<file path="src/bsc_pkg.sv">
// Notes on behaviour
// - Indirect call: PC low from Z, high cleared
// - Extended indirect call: high bits from register
// - Equal compare skips next instruction, no flags
// - Skip when register bit reads zero
// - Skip when register bit reads one
// - Skip when I/O bit is zero, 2-4 cycles
// - Skip when I/O bit is one, 2-4 cycles
// - Status-set branch jumps to PC plus k plus one
// - Status-clear branch jumps when bit is zero
// - Carry-clear branch jumps when carry is zero
// - Same-or-higher branch equals carry-clear branch
// - Signed greater-or-equal jumps when N xor V zero
// - Signed less-than jumps when N xor V one
// - Half-carry branches on H set or clear
// - Transfer-bit branches on T set or clear
// - Overflow branches on V set or clear
// - Interrupt-enable branches on I set or clear
package bsc_pkg;
  // ------------------------------------------------------------
  // Register map
  // ------------------------------------------------------------
  localparam logic [7:0] OFS_CTRL = 8'h00;
  localparam logic [7:0] OFS_OPER = 8'h04;
  localparam logic [7:0] OFS_ADDR = 8'h08;
  localparam logic [7:0] OFS_STACK = 8'h0C;
  localparam logic [7:0] OFS_PC = 8'h10;
  localparam logic [7:0] OFS_FLAGS = 8'h14;
  localparam logic [7:0] OFS_STATUS = 8'h18;
  localparam logic [7:0] OFS_CONFIG = 8'h1C;
  localparam logic [7:0] OFS_LINK = 8'h20;
  localparam logic [7:0] OFS_RESULT = 8'h24;
  // ------------------------------------------------------------
  // Field positions
  // ------------------------------------------------------------
  localparam int CTL_OP = 0;
  localparam int CTL_SEL = 8;
  localparam int CTL_K = 16;
  localparam int CTL_IMM = 24;
  localparam int OPR_RD = 0;
  localparam int OPR_RR = 8;
  localparam int OPR_IO = 16;
  localparam int OPR_RRH = 24;
  localparam int CFG_WIDE = 0;
  localparam int CFG_LONG = 1;
  localparam int FLG_C = 0;
  localparam int FLG_Z = 1;
  localparam int FLG_N = 2;
  localparam int FLG_V = 3;
  localparam int FLG_S = 4;
  localparam int FLG_H = 5;
  localparam int FLG_T = 6;
  localparam int FLG_I = 7;
  // ------------------------------------------------------------
  // Reset values and cycle counts
  // ------------------------------------------------------------
  localparam logic [21:0] PC_RST = 22'h000000;
  localparam logic [7:0] FLG_RST = 8'h00;
  localparam logic [2:0] CYC_ONE = 3'h1;
  localparam logic [2:0] CYC_TWO = 3'h2;
  localparam logic [2:0] CYC_THREE = 3'h3;
  localparam logic [2:0] CYC_FOUR = 3'h4;
  localparam logic [2:0] CYC_FIVE = 3'h5;
  typedef enum logic [5:0] {
    OP_NOP = 6'h00, OP_IND_CALL = 6'h01, OP_EXT_CALL = 6'h02, OP_ABS_CALL = 6'h03,
    OP_SUB_EXIT = 6'h04, OP_IRQ_EXIT = 6'h05, OP_EQ_SKIP = 6'h06, OP_CMP = 6'h07,
    OP_CMPC = 6'h08, OP_CMPI = 6'h09, OP_RBZ = 6'h0A, OP_RBO = 6'h0B,
    OP_IOBZ = 6'h0C, OP_IOBO = 6'h0D, OP_SSET = 6'h0E, OP_SCLR = 6'h0F,
    OP_ZSET = 6'h10, OP_ZCLR = 6'h11, OP_CSET = 6'h12, OP_CCLR = 6'h13,
    OP_SAMEH = 6'h14, OP_LOWER = 6'h15, OP_NEG = 6'h16, OP_POS = 6'h17,
    OP_SGE = 6'h18, OP_SLT = 6'h19, OP_HSET = 6'h1A, OP_HCLR = 6'h1B,
    OP_TSET = 6'h1C, OP_TCLR = 6'h1D, OP_VSET = 6'h1E, OP_VCLR = 6'h1F,
    OP_IEN = 6'h20, OP_IDIS = 6'h21, OP_MOV = 6'h22, OP_PAIR_COPY = 6'h23,
    OP_LOAD_CONST = 6'h24
  } bsc_op_e;
  typedef enum logic [0:0] {ST_IDLE = 1'b0, ST_EXEC = 1'b1} bsc_state_e;
endpackage : bsc_pkg

</file>
<file path="src/bsc_core.sv">
`timescale 1ns/10ps
`default_nettype none
module bsc_core (
  input wire logic sys_clk,
  input wire logic rst,
  input wire logic psel,
  input wire logic penable,
  input wire logic pwrite,
  input wire logic [7:0] paddr,
  input wire logic [31:0] pwdata,
  output logic [31:0] prdata,
  output logic pready,
  output logic pslverr
);
  import bsc_pkg::*;
  // ------------------------------------------------------------
  // State
  // ------------------------------------------------------------
  bsc_state_e state;
  logic [2:0] cnt;
  logic [31:0] oper;
  logic [21:0] call_addr;
  logic [21:0] ret_addr;
  logic [21:0] pc;
  logic [7:0] flags;
  logic [1:0] cfg;
  logic [21:0] link;
  logic [15:0] result;
  logic [2:0] last_cyc;
  logic skip_tk;
  logic br_tk;
  logic [21:0] res_pc;
  logic [7:0] res_flags;
  logic [21:0] res_link;
  logic [15:0] res_result;
  // ------------------------------------------------------------
  // Bus decode
  // ------------------------------------------------------------
  wire busy = (state == ST_EXEC);
  wire acc = psel & penable;
  wire first = acc & ~pready;
  wire done = acc & pready;
  wire wr_ok = done & pwrite & ~pslverr;
  wire hit_ctrl = (paddr == OFS_CTRL);
  wire hit_oper = (paddr == OFS_OPER);
  wire hit_addr = (paddr == OFS_ADDR);
  wire hit_stack = (paddr == OFS_STACK);
  wire hit_pc = (paddr == OFS_PC);
  wire hit_flags = (paddr == OFS_FLAGS);
  wire hit_status = (paddr == OFS_STATUS);
  wire hit_cfg = (paddr == OFS_CONFIG);
  wire hit_link = (paddr == OFS_LINK);
  wire hit_res = (paddr == OFS_RESULT);
  wire mapped = hit_ctrl | hit_oper | hit_addr | hit_stack | hit_pc | hit_flags
              | hit_status | hit_cfg | hit_link | hit_res;
  wire [5:0] op = pwdata[CTL_OP +: 6];
  wire [2:0] sel = pwdata[CTL_SEL +: 3];
  wire [6:0] koff = pwdata[CTL_K +: 7];
  wire [7:0] imm = pwdata[CTL_IMM +: 8];
  wire [7:0] rd = oper[OPR_RD +: 8];
  wire [7:0] rr = oper[OPR_RR +: 8];
  wire [7:0] io = oper[OPR_IO +: 8];
  wire [7:0] rrh = oper[OPR_RRH +: 8];
  wire wide = cfg[CFG_WIDE];
  wire nlong = cfg[CFG_LONG];
  wire legal;
  // Refusing every write while busy keeps operands stable until commit
  wire err = ~mapped | (pwrite & busy) | (pwrite & hit_ctrl & ~legal);
  wire issue = wr_ok & hit_ctrl;
  wire commit = busy & (cnt == CYC_ONE);
  // ------------------------------------------------------------
  // Arithmetic for flags-only subtraction
  // ------------------------------------------------------------
  wire is_cmpi = (op == OP_CMPI);
  wire is_cmpc = (op == OP_CMPC);
  wire [7:0] sub_b = is_cmpi ? imm : rr;
  wire sub_cin = is_cmpc & flags[FLG_C];
  wire [7:0] diff = rd - sub_b - {7'h00, sub_cin};
  wire sub_h = (~rd[3] & sub_b[3]) | (sub_b[3] & diff[3]) | (diff[3] & ~rd[3]);
  wire sub_c = (~rd[7] & sub_b[7]) | (sub_b[7] & diff[7]) | (diff[7] & ~rd[7]);
  wire sub_v = (rd[7] & ~sub_b[7] & ~diff[7]) | (~rd[7] & sub_b[7] & diff[7]);
  // Compare with carry keeps Z only when earlier bytes were also equal
  wire sub_z = (diff == 8'h00) & (~is_cmpc | flags[FLG_Z]);
  wire [21:0] pc1 = pc + 22'h000001;
  wire [21:0] kx = {{15{koff[6]}}, koff};
  wire [21:0] br_tgt = pc + kx + 22'h000001;
  wire [21:0] skip_pc = pc + (nlong ? 22'h000003 : 22'h000002);
  wire nv = flags[FLG_N] ^ flags[FLG_V];
  // ------------------------------------------------------------
  // Instruction decode
  // ------------------------------------------------------------
  logic [21:0] next_pc;
  logic [7:0] next_flags;
  logic [2:0] next_cyc;
  logic [21:0] next_link;
  logic [15:0] next_result;
  logic next_skip;
  logic next_take;
  logic next_isbr;
  logic next_legal;
  logic [2:0] base_cyc;
  always_comb begin
    next_pc = pc1;
    next_flags = flags;
    base_cyc = CYC_ONE;
    next_link = link;
    next_result = result;
    next_skip = 1'b0;
    next_take = 1'b0;
    next_isbr = 1'b1;
    next_legal = 1'b1;
    unique case (op)
      OP_IND_CALL: begin
        next_pc = {6'h00, call_addr[15:0]};
        base_cyc = wide ? CYC_THREE : CYC_TWO;
        next_link = pc1;
        next_isbr = 1'b0;
      end
      OP_EXT_CALL: begin
        next_pc = call_addr;
        base_cyc = CYC_THREE;
        next_link = pc1;
        next_isbr = 1'b0;
      end
      OP_ABS_CALL: begin
        // Two-word instruction, so the return address is two ahead
        next_pc = call_addr;
        base_cyc = wide ? CYC_FOUR : CYC_THREE;
        next_link = pc + 22'h000002;
        next_isbr = 1'b0;
      end
      OP_SUB_EXIT: begin
        next_pc = ret_addr;
        base_cyc = wide ? CYC_FIVE : CYC_FOUR;
        next_isbr = 1'b0;
      end
      OP_IRQ_EXIT: begin
        next_pc = ret_addr;
        next_flags[FLG_I] = 1'b1;
        base_cyc = wide ? CYC_FIVE : CYC_FOUR;
        next_isbr = 1'b0;
      end
      OP_EQ_SKIP: begin
        next_skip = (rd == rr);
        next_isbr = 1'b0;
      end
      OP_CMP, OP_CMPC, OP_CMPI: begin
        next_flags[FLG_Z] = sub_z;
        next_flags[FLG_C] = sub_c;
        next_flags[FLG_N] = diff[7];
        next_flags[FLG_V] = sub_v;
        next_flags[FLG_S] = diff[7] ^ sub_v;
        next_flags[FLG_H] = sub_h;
        next_isbr = 1'b0;
      end
      OP_RBZ: begin
        next_skip = ~rr[sel];
        next_isbr = 1'b0;
      end
      OP_RBO: begin
        next_skip = rr[sel];
        next_isbr = 1'b0;
      end
      OP_IOBZ: begin
        next_skip = ~io[sel];
        base_cyc = CYC_TWO;
        next_isbr = 1'b0;
      end
      OP_IOBO: begin
        next_skip = io[sel];
        base_cyc = CYC_TWO;
        next_isbr = 1'b0;
      end
      OP_SSET: next_take = flags[sel];
      OP_SCLR: next_take = ~flags[sel];
      OP_ZSET: next_take = flags[FLG_Z];
      OP_ZCLR: next_take = ~flags[FLG_Z];
      OP_CSET, OP_LOWER: next_take = flags[FLG_C];
      OP_CCLR: next_take = ~flags[FLG_C];
      OP_SAMEH: next_take = ~flags[FLG_C];
      OP_NEG: next_take = flags[FLG_N];
      OP_POS: next_take = ~flags[FLG_N];
      OP_SGE: next_take = ~nv;
      OP_SLT: next_take = nv;
      OP_HSET: next_take = flags[FLG_H];
      OP_HCLR: next_take = ~flags[FLG_H];
      OP_TSET: next_take = flags[FLG_T];
      OP_TCLR: next_take = ~flags[FLG_T];
      OP_VSET: next_take = flags[FLG_V];
      OP_VCLR: next_take = ~flags[FLG_V];
      OP_IEN: next_take = flags[FLG_I];
      OP_IDIS: next_take = ~flags[FLG_I];
      OP_MOV: begin
        next_result = {8'h00, rr};
        next_isbr = 1'b0;
      end
      OP_PAIR_COPY: begin
        next_result = {rrh, rr};
        next_isbr = 1'b0;
      end
      OP_LOAD_CONST: begin
        next_result = {8'h00, imm};
        next_isbr = 1'b0;
      end
      OP_NOP: next_isbr = 1'b0;
      default: begin
        next_legal = 1'b0;
        next_isbr = 1'b0;
      end
    endcase
  end
  assign legal = next_legal;
  // Skipping a two-word instruction costs one more cycle than a short one
  wire [2:0] skip_extra = nlong ? CYC_TWO : CYC_ONE;
  wire [21:0] fin_pc = next_skip ? skip_pc : (next_take ? br_tgt : next_pc);
  wire [2:0] fin_cyc = next_skip ? (base_cyc + skip_extra)
                     : (next_take ? CYC_TWO : base_cyc);
  // ------------------------------------------------------------
  // Execution sequencing
  // ------------------------------------------------------------
  always_ff @(posedge sys_clk) begin
    if (rst) begin
      state <= ST_IDLE;
      cnt <= CYC_ONE;
    end else if (issue) begin
      state <= ST_EXEC;
      cnt <= fin_cyc;
    end else if (commit) begin
      state <= ST_IDLE;
    end else if (busy) begin
      cnt <= cnt - CYC_ONE;
    end
  end
  always_ff @(posedge sys_clk) begin
    if (rst) begin
      res_pc <= PC_RST;
      res_flags <= FLG_RST;
      res_link <= PC_RST;
      res_result <= 16'h0000;
      last_cyc <= 3'h0;
      skip_tk <= 1'b0;
      br_tk <= 1'b0;
    end else if (issue) begin
      res_pc <= fin_pc;
      res_flags <= next_flags;
      res_link <= next_link;
      res_result <= next_result;
      last_cyc <= fin_cyc;
      skip_tk <= next_skip;
      br_tk <= next_take;
    end
  end
  // ------------------------------------------------------------
  // Architectural state: software writes when idle, commit when busy
  // ------------------------------------------------------------
  always_ff @(posedge sys_clk) begin
    if (rst) begin
      pc <= PC_RST;
      flags <= FLG_RST;
      link <= PC_RST;
      result <= 16'h0000;
    end else if (commit) begin
      pc <= res_pc;
      flags <= res_flags;
      link <= res_link;
      result <= res_result;
    end else if (wr_ok & hit_pc) begin
      pc <= pwdata[21:0];
    end else if (wr_ok & hit_flags) begin
      flags <= pwdata[7:0];
    end
  end
  always_ff @(posedge sys_clk) begin
    if (rst) begin
      oper <= 32'h00000000;
      call_addr <= PC_RST;
      ret_addr <= PC_RST;
      cfg <= 2'h0;
    end else begin
      if (wr_ok & hit_oper) oper <= pwdata;
      if (wr_ok & hit_addr) call_addr <= pwdata[21:0];
      if (wr_ok & hit_stack) ret_addr <= pwdata[21:0];
      if (wr_ok & hit_cfg) cfg <= pwdata[1:0];
    end
  end
  // ------------------------------------------------------------
  // APB slave: one wait state on every transfer
  // ------------------------------------------------------------
  wire [31:0] rmux = hit_oper ? oper
                   : hit_addr ? {10'h000, call_addr}
                   : hit_stack ? {10'h000, ret_addr}
                   : hit_pc ? {10'h000, pc}
                   : hit_flags ? {24'h000000, flags}
                   : hit_status ? {21'h000000, last_cyc, 5'h00, br_tk, skip_tk, busy}
                   : hit_cfg ? {30'h00000000, cfg}
                   : hit_link ? {10'h000, link}
                   : hit_res ? {16'h0000, result}
                   : 32'h00000000;
  always_ff @(posedge sys_clk) begin
    if (rst) begin
      pready <= 1'b0;
      pslverr <= 1'b0;
      prdata <= 32'h00000000;
    end else begin
      pready <= first;
      pslverr <= first & err;
      if (first & ~pwrite) prdata <= rmux;
    end
  end
endmodule : bsc_core
`default_nettype wire

</file>
<file path="config.mk">
export PLATFORM = sky130hd
export DESIGN_NAME = bsc_core
export DESIGN_NICKNAME = d
export VERILOG_FILES = /design/src/bsc_pkg.sv /design/src/bsc_core.sv
export SDC_FILE = /design/constraint.sdc
export NUM_CORES = 1
export LEC_CHECK = 0
export BUFFER_PORTS_ARGS = -buffer_cell sky130_fd_sc_hd__buf_2
export CAP_MARGIN = 20
export CORE_MARGIN = 4
export CORE_UTILIZATION = 50
export DETAILED_ROUTE_END_ITERATION = 8
export HOLD_SLACK_MARGIN = 0.05
export PLACE_DENSITY = 0.67
export SYNTH_ARGS = -nofsm -noshare
export SYNTH_HDL_FRONTEND = slang
export SYNTH_SLANG_ARGS = --single-unit
</file>
<file path="constraint.sdc">
create_clock -name sys_clk -period 10.1 [get_ports sys_clk]
set_input_delay 2.02 -clock sys_clk [delete_from_list [all_inputs] [get_ports sys_clk]]
set_output_delay 2.02 -clock sys_clk [all_outputs]
set_load 0.005 [all_outputs]
</file>
==> impl_metrics.tcl <==
set metrics [dict create \
    grt_util_met1_pct 44.2 \
    timing.rr.start "pc[0]$_SDFFE_PP0P_" \
    critical_path_buf_inv_count 2 \
    postSynth.asyncResetShare_pct 0 \
    worstPathRequired_ns 10.54 \
    wl_per_cell_um 24.4 \
    ys.flop_type "dfxtp_1" \
    die-width_um 183 \
    totalPowerFinal_mw 2.20 \
    peakVddDrop_uv 117 \
    cts-hold-fix-buffers 0 \
    post_cts_buffers 0 \
    p_comb_share_pct 7.2 \
    use_met3_pct 5.20 \
    switching_power_mw 0.544 \
    die_h_um 183 \
    routabilityCongestion 1.02 \
    synth-edff-count 0 \
    grt_pass1_vias 14700 \
    drv_cap 0 \
    ys_ff_latch 257 \
    dp_slack_ns 3.93 \
    clock_power_share_pct 46.5 \
    cts-buffers-inserted 28 \
    crit_path_end_kind "register" \
    slew_violations 0 \
    power_frac_seq_pct 46.3 \
    slowest_stage "a211oi_1" \
    diodes 0 \
    clock_sinks 257 \
    gr-max-usage-layer "met2" \
    worstMarginPinSlew_ns 1.10 \
    ys_types 85 \
    core_sq_mm 0.0300 \
    outcome "finished clean" \
    multi_input_area_sq_mm 0.00930 \
    die-area_sq_mm 0.0335 \
    cp_max_fo 35 \
    path_delay_family "compound AO/OA/AOI/OAI gates" \
    tritoncts "done" \
    crit_arrival_ns 6.16 \
    syn_area_sq_mm 0.0153 \
    yosys_warnings 0 \
    ant_nets 0 \
    netlist_top_cells_count "nand2_1 (343), dfxtp_1 (257), a21oi_1 (232)" \
    cts-resized-gates 0 \
    first_pass_iters 6 \
    yosys.area.top_type_share_pct 33.6 \
    yosysSeqAreaShare_pct 33.6 \
    antenna_found_initial 0 \
    viasPerCell 6.62 \
    synth_top_area_cell "dfxtp_1" \
    rows 63 \
    power_leakage_nw 5.83 \
    crit_end "res_flags[3]$_SDFFE_PP0P_" \
    start_kind "input port" \
    reg2reg_to "res_pc[14]$_SDFFE_PP0P_" \
    synth.area.top_cells "dfxtp_1 (34%), nand2_1 (8.4%), a21oi_1 (7.6%)" \
    r2r_slack_ns 6.04 \
    routed_wl_mm 57.6 \
    track_usage_pct 33.1 \
    cts_max_level 1 \
    fin_ws_ns 4.38 \
    port_buffers 78 \
    synth_nets 2084 \
    worstSkewPairLatency_ns 0.55 \
    hpwlAfterDp_mm 39.6 \
    slew_headroom_pct 26.3 \
    grt_start_max_net_pins 92 \
    crit_type "input port to register" \
    fmax_mhz 175 \
    power_density_mw_per_mm2 132 \
    area_growth_pct 8.75 \
    rsz0062_at_grt "false" \
    grt_pass1_wl_mm 87.5 \
    max_stage_delay_ns 0.61 \
    p_int_mw 1.65 \
    switching_share_pct 24.7 \
    finClkSkew_ns 0.0178 \
    seq_area_sq_mm 0.00514 \
    cp_common_cell "nand2_1" \
    setup_viol 0 \
    reg2reg_depth 12 \
    ioPinCount 79 \
    initial_core_util_pct 51.1 \
    via_count 15700 \
    worstPathCellList "buf_2 > nor2b_1 > nand2_1 > mux2_2 > fa_1 > inv_1 > ha_1 > nand2_1 > a21boi_1 > o21a_1 > o2111a_1 > a211oi_1 > mux2i_1 > a21oi_1 > a22o_1" \
    gr-usage-met2_pct 51.4 \
    fin_nets 2051 \
    hold_viol 0 \
    hold_path_class "register to register" \
    drc_errors 0 \
    cts_root_buf "clkbuf_16" \
    synthMostInstantiatedCell "nand2_1" \
    fill_cells 2874 \
    drive_gt1_share_pct 10.2 \
    ctsLongestPathBuffers 3 \
    path_clk_slew_ns 0.06 \
    drt_iter0_markers 1820 \
    syn-mean-instance-area_sq_um 7.68 \
    crit_cells 15 \
    overflow 0 \
    period_needed_ns 5.72 \
    netlist_instances 1992 \
    setup_tns_ns 0 \
    post-route-period-util_pct 56.6 \
    crit_start "pwdata[0]" \
]
==> cells in the final DEF (no fill, tap or decap), types with 33 or more instances in the layout <==
| cell type | instances |
|---|---|
| a21oi_1 | 232 |
| xor2_1 | 33 |
| nor2_1 | 184 |
| buf_2 | 77 |
| o21ai_0 | 57 |
| xnor2_1 | 48 |
| a221oi_1 | 52 |
| nand2_1 | 343 |
| mux2i_1 | 36 |
| a211oi_1 | 53 |
| nor3_1 | 66 |
| ha_1 | 43 |
| inv_1 | 40 |
| dfxtp_1 | 257 |
==> state kept, by name, indices dropped and copies added, names as in the netlist, 8 cells and up <==
signal      cells
res_result     16
res_flags       8
prdata         32
oper           32
link           22
result         16
ret_addr       22
res_link       22
pc             22
res_pc         22
call_addr      22
flags           8
==> worst min-delay path: stages, from the launching register on <==
cell and delay, ns:
dfxtp_1 0.31, nand2_1 0.05, nand2_1 0.04
==> through the flow <==
stage | util [%] | hold slack, ns | area (sq um) | std cells
after floorplan | - | 0.416 | 15300 | 1992
after global placement | 52.5 | 0.427 | 15700 | 2316
after detailed placement | 52.5 | 0.434 | 15700 | 2317
after CTS | 55.5 | 0.441 | 16600 | 2364
after global routing | 55.6 | 0.460 | 16600 | 2366
final | 55.6 | 0.441 | 16600 | 2366
==> cell families after synthesis <==
family                   Yosys count  share of synthesized area, %
AO/OA/AOI/OAI                    596                          25.8
XOR/XNOR                          82                          4.78
flip-flops                       257                          33.6
multiplexers                      51                          3.90
AND/OR/NAND/NOR                  744                          22.0
buffers and inverters            215                          5.89
adder cells (fa/ha/maj)           47                          4.04
==> how the worst min path moves through the flow <==
stage | from | endpoint | slack, ns | cells past startpoint
3_3_place_gp | res_pc[6]$_SDFFE_PP0P_ | res_pc[6]$_SDFFE_PP0P_ | 0.43 | 2
2_1_floorplan | res_pc[5]$_SDFFE_PP0P_ | res_pc[5]$_SDFFE_PP0P_ | 0.42 | 2
4_1_cts | res_pc[5]$_SDFFE_PP0P_ | res_pc[5]$_SDFFE_PP0P_ | 0.44 | 2
6_report | res_pc[6]$_SDFFE_PP0P_ | res_pc[6]$_SDFFE_PP0P_ | 0.44 | 2
3_5_place_dp | res_pc[5]$_SDFFE_PP0P_ | res_pc[5]$_SDFFE_PP0P_ | 0.43 | 2
5_1_grt | res_pc[5]$_SDFFE_PP0P_ | res_pc[5]$_SDFFE_PP0P_ | 0.46 | 2
==> cell type report <==
cell class,instances,share of cell area [%]
Clock buffer,39,4.77
Clock inverter,8,0.571
Inverter,40,0.902
Multi-Input combinational cell,1520,55.9
Sequential cell,257,30.9
Tap cell,390,2.93
Timing Repair Buffer,112,4.01
==> power groups by stage <==
stage          combinational [mW]  clock (mW)  sequential (mW)
2_1_floorplan              0.0954           0             1.04
3_3_place_gp                0.151           0             1.04
3_5_place_dp                0.152           0             1.04
4_1_cts                     0.153        1.02             1.02
5_1_grt                     0.168        1.07             1.02
6_report                    0.157        1.02             1.02
==> per-layer routing <==
layer / wire [um] / part of all wire, %
met1: 23000 / 40
met2: 25500 / 44
met3: 5380 / 9.3
met4: 3700 / 6.4
met5: 0 / 0
Power figures use the tool's default switching activity.
